`config.mk`:
```
export PLATFORM = sky130hd
export DESIGN_NAME = irt_timer_standby
export DESIGN_NICKNAME = d
export VERILOG_FILES = /design/src/core/irt_pkg.sv /design/src/core/irt_timer_standby.sv /design/src/core/irt_carrier.sv
export VERILOG_INCLUDE_DIRS = /design/src /design/src/core
export SDC_FILE = /design/constraint.sdc
export NUM_CORES = 1
export LEC_CHECK = 0
export BUFFER_PORTS_ARGS = -buffer_cell sky130_fd_sc_hd__clkbuf_2
export CAP_MARGIN = 0
export CORE_ASPECT_RATIO = 0.8
export CORE_MARGIN = 2
export CORE_UTILIZATION = 55
export CTS_BUF_LIST = sky130_fd_sc_hd__clkbuf_16
export DETAILED_ROUTE_END_ITERATION = 8
export GPL_TIMING_DRIVEN = 0
export PLACE_DENSITY = 0.78
export SYNTH_ARGS = -nofsm -noshare
export SYNTH_HDL_FRONTEND = slang
export SYNTH_SLANG_ARGS = --single-unit
```
`constraint.sdc`:
```
create_clock -name i_clk -period 6.7 [get_ports i_clk]
set_input_delay 1.34 -clock i_clk [delete_from_list [all_inputs] [get_ports i_clk]]
set_output_delay 1.34 -clock i_clk [all_outputs]
set_load 0.01 [all_outputs]
```
`src/core/irt_defines.svh`:
```
// irt_defines.svh: widths, field positions, limits, codes and counts
// for the remote transmit timer and standby controller.
// assumes: included by bare name from the package and the design modules
//
// Function
// nine-bit down counter, permit flag, zero detect
// nonzero load starts timer, zero stays stopped
// tick every 8 or 16 clocks
// stop at zero, hold timer-end while stopped
// timer end releases halt, resume next
// permit flag drives indicator low, ir high
// carrier or steady high when carrier disabled
// stop lets carrier high phase finish
// software loads make one-cycle output pulses; the code makes none, a zero-count load with permit keeps ir low except when it stops a carrier high phase
// stop mode holds oscillator pins low
// halt keeps timer and outputs running
// halt instruction enters standby only flag clear
// any standby release sets status flag
// flag set: no entry, flag follows condition
// condition already true: skip entry, set flag
// operand release resumes at next address
// stop entry needs scan pins high, keys release
// top operand bit adds sense pin release
// code 101 is halt, released at zero
// illegal code or precondition gives internal reset
// stop waits for all ten timer bits zero
// oscillation wait, back to stop if vanished
// carrier select picks rate and duty
// load is ten bits, permit flag on top
`ifndef IRT_DEFINES_SVH
`define IRT_DEFINES_SVH

// timer load word layout
`define IRT_LOAD_W 10
`define IRT_CNT_W 9
`define IRT_PERMIT_BIT 9
// prescale limits, ticks come every 8 or 16 clocks
`define IRT_PRE_DIV8 4'h7
`define IRT_PRE_DIV16 4'hF
// carrier periods in clocks at the base rate, doubled in irt_carrier for the halved rate
`define IRT_CAR_FOSC 5'h02
`define IRT_CAR_DIV8 5'h08
`define IRT_CAR_DIV12 5'h0C
// halt operand low codes
`define IRT_OP_STOP_ALL0 3'h0
`define IRT_OP_STOP_ALL1 3'h3
`define IRT_OP_STOP_SCAN0 3'h6
`define IRT_OP_HALT 3'h5
`define IRT_OP_SENSE_BIT 3
// oscillation wait after a stop release, in clocks
`define IRT_OSC_WAIT 8'h74

`endif

```
`src/core/irt_pkg.sv`:
```
// irt_pkg: types of the remote transmit timer and standby controller
// assumes: compiled before the design modules
`include "irt_defines.svh"
package irt_pkg;

  typedef enum logic [2:0] {
    IRT_RUN, IRT_HALT, IRT_STOP_PEND, IRT_STOP, IRT_WAIT
  } irt_mode_t;

  typedef struct packed {
    logic [4:0] cnt;
    logic high;
  } irt_car_t;

  typedef struct packed {
    irt_mode_t mode;
    logic [`IRT_CNT_W-1:0] count;
    logic permit;
    logic running;
    logic [3:0] pre;
    logic hold;
    logic flag;
    logic [7:0] wait_cnt;
    logic [5:0] sync1;
    logic [5:0] sync2;
    logic ir;
    logic ind_n;
    logic timer_end;
    logic osc_low;
    logic stall;
    logic resume;
    logic int_reset;
    logic sense_rel;
  } irt_state_t;

endpackage

```
`src/core/irt_timer_standby.sv`:
```
// irt_timer_standby: transmit pattern timer with carrier output and
// the halt/stop standby controller beside it.
// assumes: i_clk is the system oscillator; cpu strobes are one-cycle
// pulses on i_clk; key and sense pins are asynchronous.
`timescale 1ns/1ps
`include "irt_defines.svh"
module irt_timer_standby (
  input wire logic i_clk,
  input wire logic i_reset,
  input wire logic i_load_valid,
  input wire logic [`IRT_LOAD_W-1:0] i_load_value,
  input wire logic i_prescale_sel,
  input wire logic i_carrier_dis,
  input wire logic [1:0] i_carrier_sel,
  input wire logic i_indicator_mode,
  input wire logic i_halt_exec,
  input wire logic [3:0] i_halt_operand,
  input wire logic i_status_clear,
  input wire logic [7:0] i_key_scan_high,
  input wire logic [3:0] i_key_in,
  input wire logic i_sense0_pin,
  input wire logic i_sense1_pin,
  input wire logic i_sense0_input,
  input wire logic i_sense1_input,
  output logic o_ir_output_pin,
  output logic o_sense1_indicator_n,
  output logic o_timer_end,
  output logic [`IRT_CNT_W-1:0] o_timer_count,
  output logic o_output_permit_flag,
  output logic o_status_flag,
  output logic o_osc_hold_low,
  output logic o_cpu_stall,
  output logic o_resume_next,
  output logic o_internal_reset,
  output logic [2:0] o_mode
);
  import irt_pkg::*;

  irt_state_t st;
  irt_state_t next_st;
  logic car_high;
  logic tick;
  logic busy;
  logic [3:0] keys;
  logic sense0;
  logic sense1;
  logic op_stop;
  logic op_halt;
  logic op_legal;
  logic precond;
  logic stop_cond;
  logic release_cond;
  logic zero_end;
  logic sense_sel;

  // carrier source, free running so the first high may be short
  irt_carrier u_carrier (
    .i_clk(i_clk),
    .i_reset(i_reset),
    .i_sel(i_carrier_sel),
    .i_half(i_prescale_sel),
    .o_high(car_high)
  );

  // synchronised pin levels, second stage only
  assign keys = st.sync2[3:0];
  assign sense0 = st.sync2[4];
  assign sense1 = st.sync2[5];

  // timer tick and zero detect
  assign tick = st.pre == (i_prescale_sel ? `IRT_PRE_DIV16
                                          : `IRT_PRE_DIV8);
  assign zero_end = !st.running && (st.count == '0);
  assign busy = st.running || st.permit || (st.count != '0);

  // halt operand decode and its conditions
  assign op_stop = (i_halt_operand[2:0] == `IRT_OP_STOP_ALL0) ||
                   (i_halt_operand[2:0] == `IRT_OP_STOP_ALL1) ||
                   (i_halt_operand[2:0] == `IRT_OP_STOP_SCAN0);
  assign op_halt = i_halt_operand[2:0] == `IRT_OP_HALT;
  assign op_legal = op_stop || op_halt;
  // scan pins must drive high before a stop
  always_comb begin
    if (i_halt_operand[2:0] == `IRT_OP_STOP_SCAN0) begin
      precond = i_key_scan_high[0];
    end else if (op_stop) begin
      precond = &i_key_scan_high;
    end else begin
      precond = 1'b1;
    end
  end
  // sense release enable: live operand at entry, latched copy after
  assign sense_sel = (st.mode == IRT_RUN) ?
                     i_halt_operand[`IRT_OP_SENSE_BIT] : st.sense_rel;
  // stop release: any key high, or sense high with top bit
  assign stop_cond = (|keys) ||
                     (sense_sel &&
                      ((sense0 && i_sense0_input) ||
                       (sense1 && i_sense1_input)));
  assign release_cond = op_halt ? (st.count == '0) : stop_cond;

  // whole next state
  always_comb begin
    next_st = st;
    next_st.sync1 = {i_sense1_pin, i_sense0_pin, i_key_in};
    next_st.sync2 = st.sync1;
    next_st.resume = 1'b0;
    next_st.int_reset = 1'b0;

    // prescaler restarts on each load so ticks line up
    if (i_load_valid || tick) begin
      next_st.pre = 4'h0;
    end else begin
      next_st.pre = 4'(st.pre + 4'h1);
    end

    // timer counting, runs load plus one ticks
    if (i_load_valid) begin
      next_st.count = i_load_value[`IRT_CNT_W-1:0];
      next_st.permit = i_load_value[`IRT_PERMIT_BIT];
      next_st.running = i_load_value[`IRT_CNT_W-1:0] != '0;
    end else if (st.running && tick) begin
      if (st.count == '0) begin
        next_st.running = 1'b0;
      end else begin
        next_st.count = 9'(st.count - 9'h001);
      end
    end

    // carrier gate: a high phase cut by a stop runs to its fall
    if (st.running && !next_st.running && car_high &&
        !i_carrier_dis) begin
      next_st.hold = 1'b1;
    end else if (!car_high || next_st.running) begin
      next_st.hold = 1'b0;
    end

    // status clear by software; hardware set below wins
    if (i_status_clear) begin
      next_st.flag = 1'b0;
    end

    // standby sequencer
    case (st.mode)
      IRT_RUN: begin
        if (i_halt_exec) begin
          next_st.sense_rel = i_halt_operand[`IRT_OP_SENSE_BIT];
          if (st.flag) begin
            next_st.flag = release_cond;
          end else if (!op_legal || !precond) begin
            next_st.int_reset = 1'b1;
          end else if (release_cond) begin
            next_st.flag = 1'b1;
            next_st.resume = 1'b1;
          end else if (op_halt) begin
            next_st.mode = IRT_HALT;
          end else if (busy) begin
            next_st.mode = IRT_STOP_PEND;
          end else begin
            next_st.mode = IRT_STOP;
          end
        end
      end
      IRT_HALT: begin
        if (st.count == '0) begin
          next_st.mode = IRT_RUN;
          next_st.flag = 1'b1;
          next_st.resume = 1'b1;
        end
      end
      IRT_STOP_PEND: begin
        if (!busy) begin
          next_st.mode = IRT_STOP;
        end
      end
      IRT_STOP: begin
        if (stop_cond) begin
          next_st.mode = IRT_WAIT;
          next_st.wait_cnt = `IRT_OSC_WAIT;
        end
      end
      IRT_WAIT: begin
        if (st.wait_cnt != 8'h00) begin
          next_st.wait_cnt = 8'(st.wait_cnt - 8'h01);
        end else if (stop_cond) begin
          next_st.mode = IRT_RUN;
          next_st.flag = 1'b1;
          next_st.resume = 1'b1;
        end else begin
          next_st.mode = IRT_STOP;
        end
      end
      default: begin
        next_st.mode = IRT_RUN;
      end
    endcase

    // registered pin and status outputs
    next_st.osc_low = next_st.mode == IRT_STOP;
    next_st.stall = next_st.mode != IRT_RUN;
    next_st.timer_end = !next_st.running &&
                        (next_st.count == '0);
    if (next_st.permit && next_st.running) begin
      next_st.ir = i_carrier_dis ? 1'b1 : car_high;
    end else if (next_st.permit && next_st.hold) begin
      next_st.ir = car_high;
    end else begin
      next_st.ir = 1'b0;
    end
    next_st.ind_n = !(next_st.permit && next_st.running &&
                      i_indicator_mode);
  end

  always_ff @(posedge i_clk or posedge i_reset) begin
    if (i_reset) begin
      st <= '0;
      st.ind_n <= 1'b1;
      st.timer_end <= 1'b1;
      st.mode <= IRT_RUN;
    end else begin
      st <= next_st;
    end
  end

  assign o_ir_output_pin = st.ir;
  assign o_sense1_indicator_n = st.ind_n;
  assign o_timer_end = st.timer_end;
  assign o_timer_count = st.count;
  assign o_output_permit_flag = st.permit;
  assign o_status_flag = st.flag;
  assign o_osc_hold_low = st.osc_low;
  assign o_cpu_stall = st.stall;
  assign o_resume_next = st.resume;
  assign o_internal_reset = st.int_reset;
  assign o_mode = st.mode;
endmodule // irt_timer_standby

```
`src/core/irt_carrier.sv`:
```
// irt_carrier: free running carrier generator
// assumes: one clock, select inputs from the same clock domain
`timescale 1ns/1ps
`include "irt_defines.svh"
module irt_carrier (
  input wire logic i_clk,
  input wire logic i_reset,
  input wire logic [1:0] i_sel,
  input wire logic i_half,
  output logic o_high
);
  import irt_pkg::*;

  irt_car_t st;
  irt_car_t next_st;
  logic [4:0] period;
  logic [4:0] high_len;

  // period and high length from select, doubled on half rate
  always_comb begin
    case (i_sel)
      2'h0: period = `IRT_CAR_FOSC;
      2'h1: period = `IRT_CAR_DIV8;
      default: period = `IRT_CAR_DIV12;
    endcase
    if (i_half) begin
      period = 5'(period << 1);
    end
    if (i_sel == 2'h3) begin
      high_len = 5'(period / 5'h03);
    end else begin
      high_len = 5'(period >> 1);
    end
  end

  // counter wraps at period, high in the first part
  always_comb begin
    next_st = st;
    if (st.cnt >= 5'(period - 5'h01)) begin
      next_st.cnt = 5'h00;
    end else begin
      next_st.cnt = 5'(st.cnt + 5'h01);
    end
    next_st.high = (next_st.cnt < high_len);
  end

  always_ff @(posedge i_clk or posedge i_reset) begin
    if (i_reset) begin
      st <= '0;
    end else begin
      st <= next_st;
    end
  end

  assign o_high = st.high;

endmodule // irt_carrier

```
==> flow_metrics.tcl, run 1 <==
set metrics [dict create \
    clockRootBuffer "clkbuf_16" \
    die_h_um 68.6 \
    clock_power_share_pct 28.9 \
    die_area_um2 5810 \
    cts_resized 0 \
    crit_type "in2reg" \
    rows 23 \
    seqPwrFrac_pct 44.0 \
    synthFlopType "dfrtp_1" \
    yosys_warnings 0 \
    drtPass1Iterations 4 \
    crit_path_max_fanout 9 \
    synthAdderAreaFrac_pct 5.24 \
    synth_top_family_by_area "simple AND/OR/NAND/NOR gates" \
    worstPathRequired_ps 6910 \
    muxShareOfSynthArea_pct 3.36 \
    grt-ovfl-total 0 \
    cts.path.max_buffers 2 \
    grt_pass1_wl_mm 9.69 \
    synth_nets 337 \
    synth_xor_area_share_pct 4.89 \
    design.portCount 61 \
    cp.arrival_ps 3840 \
    cts_setup_buffers 0 \
    post_drt_wl_per_cell_um 14.1 \
    rsz0062_at_grt "no" \
    clock_sinks 54 \
    multiInputGateArea_um2 1330 \
    drc 0 \
    cts_made_buffers 5 \
    globalplace.congestion 0.852 \
    finalPower_w 0.000922 \
    p_leak_nw 1.60 \
    setup.worst_path.start_class "primary input" \
    worst_hold_path_type "reg2reg" \
    die_w_um 84.7 \
    final_common_cell "clkbuf_2" \
    finalHoldViolations 0 \
    dpl_cell_area_um2 3260 \
    mostFrequentLayoutCells "58 x clkbuf_2, 52 x dfrtp_1, 24 x nor2_1" \
    rrSetupSlack_ps 3940 \
    htree_levels 2 \
    clk_latency_ps 290 \
    fillers 411 \
    io_buffers 58 \
    timing.slew.headroom_pct 57.6 \
    outcome "finished, final reports clean" \
    ys_top_cells_by_area "dfrtp_1 45%, ha_1 5.2%, buf_4 3.1%, nor2_1 3.1%, xor2_1 3.1%" \
    avgViaCountPerCell 5.55 \
    synth-simple-area-share_pct 21.1 \
    crit_path_top_delay_cell "nor3_1" \
    final_util_pct 68.0 \
    ff_latch_area_um2 1350 \
    fp.coreArea_um2 5010 \
    post-route-cell-area_um2 3410 \
    fin_setup_tns_ps 0 \
    finClkSkew_ps 5.41 \
    drive_above_1_share_pct 27.6 \
    end_kind "register" \
    avgSynthCellArea_um2 10.1 \
    p_int_w 0.000630 \
    cts.clk_slew.worst_paths_ps 70 \
    synth_top_area_cell "dfrtp_1" \
    ant_nets 0 \
    clock.fmax_ghz 0.276 \
    ctsHoldBuffers 0 \
    power_density_nw_per_um2 271 \
    dp_hpwl_mm 4.46 \
    grt_pass1_vias 2202 \
    netlist_instances 285 \
    synth_seq_cells 54 \
    fin_crit_ps 3620 \
    synth_seq_area_share_pct 47.2 \
    crit_chain "clkbuf_1 > nor3_1 > ha_1 > a21o_1 > a21o_1 > a21o_1 > a21o_1 > nor2_1 > ha_1 > a21o_1 > a21oi_1 > o21ai_0 > nor3_1" \
    power_switching_share_pct 31.6 \
    synth.distinct_cells 57 \
    setup_viol 0 \
    synth-edff-count 0 \
    p_switching_w 0.000291 \
    antenna_cells 0 \
    mappedNetlistArea_um2 2870 \
    synth-async-reset-ratio_pct 100 \
    wirelength_mm 5.83 \
    nets 403 \
    yosys.area.top_type_share_pct 45.4 \
    synth-compound-area-share_pct 11.8 \
    grt_max_degree 40 \
    grt_antenna_before_repair 0 \
    syn_to_final_growth_pct 18.8 \
    vdd_drop_max_mv 0.198 \
    critPathMostFrequentCell "a21o_1" \
    drtIter0Drc 96 \
    comb_power_share_pct 27.0 \
    critPathMaxStageDelay_ps 290 \
    slew_violations 0 \
    drv_cap 0 \
    via_count 2298 \
    min_period_over_period_pct 54.1 \
    tightest_slew_ps 630 \
    cts_tree "done" \
    grt_usage_pct 21.2 \
    start_util_pct 57.3 \
]
==> sequential cells by signal, indices dropped and copies added, names as in the netlist, 3 cells and up <==
| name | cells |
|---|---|
| st | 15 |
| o_timer_count | 9 |
| o_mode | 3 |
| keys | 4 |
| next_st | 6 |
| u_carrier.st | 5 |
==> cells by family after synthesis <==
logic type	after synthesis
AOI/OAI and AO/OA	50
xor gates and xnor gates	16
adders and majority gates	12
buffers and inverters	35
DFF	54
muxes	9
and+or+nand+nor	109
==> synthesized netlist by cell type (3+ instances only) <==
| library cell | number |
|---|---|
| dfrtp_1 | 52 |
| nor2_1 | 24 |
| nand2_1 | 18 |
| inv_1 | 16 |
| o21ai_0 | 14 |
| buf_4 | 12 |
| ha_1 | 12 |
| nor3_1 | 11 |
| nand3_1 | 10 |
| xor2_1 | 10 |
| a21oi_1 | 7 |
| nor4_1 | 7 |
| xnor2_1 | 6 |
| a21o_1 | 5 |
| clkbuf_1 | 5 |
| mux2_2 | 5 |
| mux2i_1 | 4 |
| nor2b_1 | 4 |
| nor3b_1 | 4 |
| a31oi_1 | 3 |
| a32oi_1 | 3 |
| and2_1 | 3 |
| and4_1 | 3 |
| nand4b_1 | 3 |
| or3_1 | 3 |
==> through the flow <==
stage	instances	setup WS, ps	hold WS [ps]
2_1_floorplan	285	3090	331
3_3_place_gp	405	2790	334
3_5_place_dp	406	2770	336
4_1_cts	414	3060	353
5_1_grt	414	2860	365
6_report	414	3080	351
==> final cells by class <==
class	count	share of cell area, %
buffer	19	3.64
tap	62	2.28
clock buffer	5	3.67
timing repair buffer	59	9.11
sequential	54	39.7
clock inverter	3	0.771
multi-input combinational	196	39.0
inverter	16	1.76
==> layer usage <==
metal	routed length (µm)	share of wire (%)	GRT usage [%]
met5	0	0	0
met4	0	0	5.16
met3	423	7.3	5.00
met2	2730	47	36.4
met1	2670	46	27.7
==> critical path, delay by kind of cell <==
kind	cells	cell delay (ps)
AND/OR/NAND/NOR	3	590
buffers and inverters	1	210
adder cells (fa/ha/maj)	2	550
AO/OA/AOI/OAI	7	1140
==> worst paths after layout <==
path,from,to,depth (start not counted)
worst min register to register,next_st[8],keys[0],0
worst min-delay path,next_st[8],keys[0],0
max in group asynchronous,i_reset,o_timer_end,3
min in group asynchronous,i_reset,st[34],2
worst max register to register,o_timer_count[0],o_timer_end,8
worst max-delay path,i_prescale_sel,u_carrier.o_high,13
==> power by group through the flow <==
stage          Sequential, W  Combinational (W)  Clock, W
3_5_place_dp        0.000412           0.000251         0
3_3_place_gp        0.000410           0.000239         0
5_1_grt             0.000414           0.000287  0.000285
2_1_floorplan       0.000407           0.000179         0
6_report            0.000406           0.000249  0.000266
4_1_cts             0.000406           0.000252  0.000272
Note: power is estimated with default switching activity, not from simulation.
==> run 2: changes to the inputs <==
- CORE_UTILIZATION: 55 -> 54
- PLACE_DENSITY: 0.78 -> 0.77
- clock period: 6.7 -> 3.5 ns (I/O delays scaled with it)
==> run 2 against run 1 <==
Compared with the run above: first-iteration DRC count increased by 50%; utilization fell by 0.53 points; combinational power grew 97%; via count increased by 0.91%; largest cell class unchanged; largest power group unchanged; highest routed layer is now met4; worst hold slack improved by 3.4 ps; power increased by 97%; die area grew 1.8%; cell area is 0.37% higher.
==> flow_metrics.tcl, run 2 (synthesized netlist as in run 1, its figures left out) <==
set metrics [dict create \
    syn_to_final_growth_pct 19.2 \
    cp.arrival_ps 3250 \
    cts.clk_slew.worst_paths_ps 60 \
    wirelength_mm 5.84 \
    dp_hpwl_mm 4.50 \
    nets 403 \
    ant_nets 0 \
    rrSetupSlack_ps 660 \
    grt-ovfl-total 0 \
    power_density_nw_per_um2 532 \
    fin_cells 413 \
    setup.worst_path.start_class "primary input" \
    hold_path_end "keys[3]" \
    mostFrequentLayoutCells "58 x clkbuf_2, 52 x dfrtp_1, 24 x nor2_1" \
    grt_pass1_vias 2251 \
    drtPass1Iterations 5 \
    setup_viol 0 \
    worstPathRequired_ps 3700 \
    vdd_drop_max_mv 0.492 \
    drv_cap 0 \
    grt_usage_pct 21.3 \
    fin_setup_tns_ps 0 \
    rows 23 \
    cts_tree "done" \
    grt_max_degree 35 \
    antenna_cells 0 \
    clock.fmax_ghz 0.327 \
    reg2reg_to "o_timer_end" \
    drc 0 \
    crit_path_max_fanout 9 \
    worstHoldStart "next_st[11]" \
    post-route-cell-area_um2 3420 \
    timing.slew.headroom_pct 54.4 \
    fin_crit_ps 3050 \
    largest_register "st" \
    largest_reg_flops 15 \
    grt_antenna_before_repair 0 \
    min_period_over_period_pct 87.2 \
    start_util_pct 56.6 \
    grt_pass1_wl_mm 10.1 \
    end_kind "register" \
    clockRootBuffer "clkbuf_16" \
    hold_depth 0 \
    clk_latency_ps 290 \
    reg2reg_depth 8 \
    worst_hold_path_type "reg2reg" \
    outcome "finished, final reports clean" \
    ctsHoldBuffers 0 \
    io_buffers 58 \
    final_common_cell "clkbuf_2" \
    cts.path.max_buffers 2 \
    holdWs_ps 355 \
    cts_setup_buffers 0 \
    finalHoldViolations 0 \
    fp.coreArea_um2 5060 \
    die_h_um 69.2 \
    slew_violations 0 \
    drtIter0Drc 144 \
    dp_cells 406 \
    dpl_cell_area_um2 3260 \
    cts_made_buffers 5 \
    r2r-start "o_timer_count[0]" \
    tightest_slew_ps 677 \
    p_leak_nw 1.61 \
    clock_sinks 54 \
    die_w_um 85.5 \
    finClkSkew_ps 5.66 \
    avgViaCountPerCell 5.62 \
    fillers 415 \
    cts_resized 0 \
    crit_type "in2reg" \
    die_area_um2 5910 \
    rsz0062_at_grt "no" \
    via_count 2319 \
    htree_levels 2 \
    globalplace.congestion 0.856 \
    post_drt_wl_per_cell_um 14.1 \
    drive_above_1_share_pct 27.4 \
    design.portCount 61 \
]
[run 2: cell count changes in the layout (fill, tap and decap cells not counted), sizes merged]
| cell | delta |
|---|---|
| bufinv | +1 |
| inv | -2 |
[run 2: how the worst max path moves through the flow]
stage	start	to	slack (ps)	cells past startpoint
floorplan	i_prescale_sel	u_carrier.o_high	530	13
global placement	i_prescale_sel	u_carrier.o_high	210	13
detailed placement	i_prescale_sel	u_carrier.o_high	150	13
CTS	i_prescale_sel	u_carrier.o_high	430	13
global route	i_prescale_sel	u_carrier.o_high	200	13
finish	i_prescale_sel	u_carrier.o_high	450	13
[run 2: critical path: stages]
cell and delay (ps):
clkbuf_1 200, nor3_1 280, ha_1 280, a21o_1 150, a21o_1 170, a21o_1 170
a21o_1 240, nor2_1 180, ha_1 270, a21o_1 160, a21oi_1 170, o21ai_0 120
nor3_1 150
[run 2: through the flow]
| step | power, W | setup slack [ps] | utilization [%] |
|---|---|---|---|
| floorplan | 0.00112 | 529 | - |
| global placement | 0.00124 | 211 | 63.9 |
| detailed placement | 0.00128 | 154 | 64.3 |
| CTS | 0.00183 | 434 | 67.5 |
| global route | 0.00194 | 200 | 67.5 |
| finish | 0.00182 | 447 | 67.5 |
[run 2: cell type report]
type                    instances  area (µm²)  share of cell area (%)
flip-flops and latches         54        1350                    39.6
multi-input cells             196        1330                    38.9
repair buffers                 59         310                    9.07
clock buffers                   5         125                    3.66
plain buffers                  19         124                    3.62
well taps                      62        77.6                    2.27
inverters                      16        60.1                    1.76
clock inverters                 2        38.8                    1.13
[run 2: metal layers]
metal | track usage, % | wire [µm]
met5 | 0 | 0
met4 | 7.58 | 85
met3 | 4.64 | 408
met2 | 33.8 | 2680
met1 | 28.9 | 2660
[run 2: report_power, final]
| part | switching [W] | leakage (nW) | internal, W | total [W] |
|---|---|---|---|---|
| logic | 0.000263 | 0.877 | 0.000227 | 0.000490 |
| clock network | 0.000214 | 0.0799 | 0.000335 | 0.000549 |
| registers | 0.0000702 | 0.652 | 0.000710 | 0.000780 |
| total | 0.000547 | 1.61 | 0.00127 | 0.00182 |
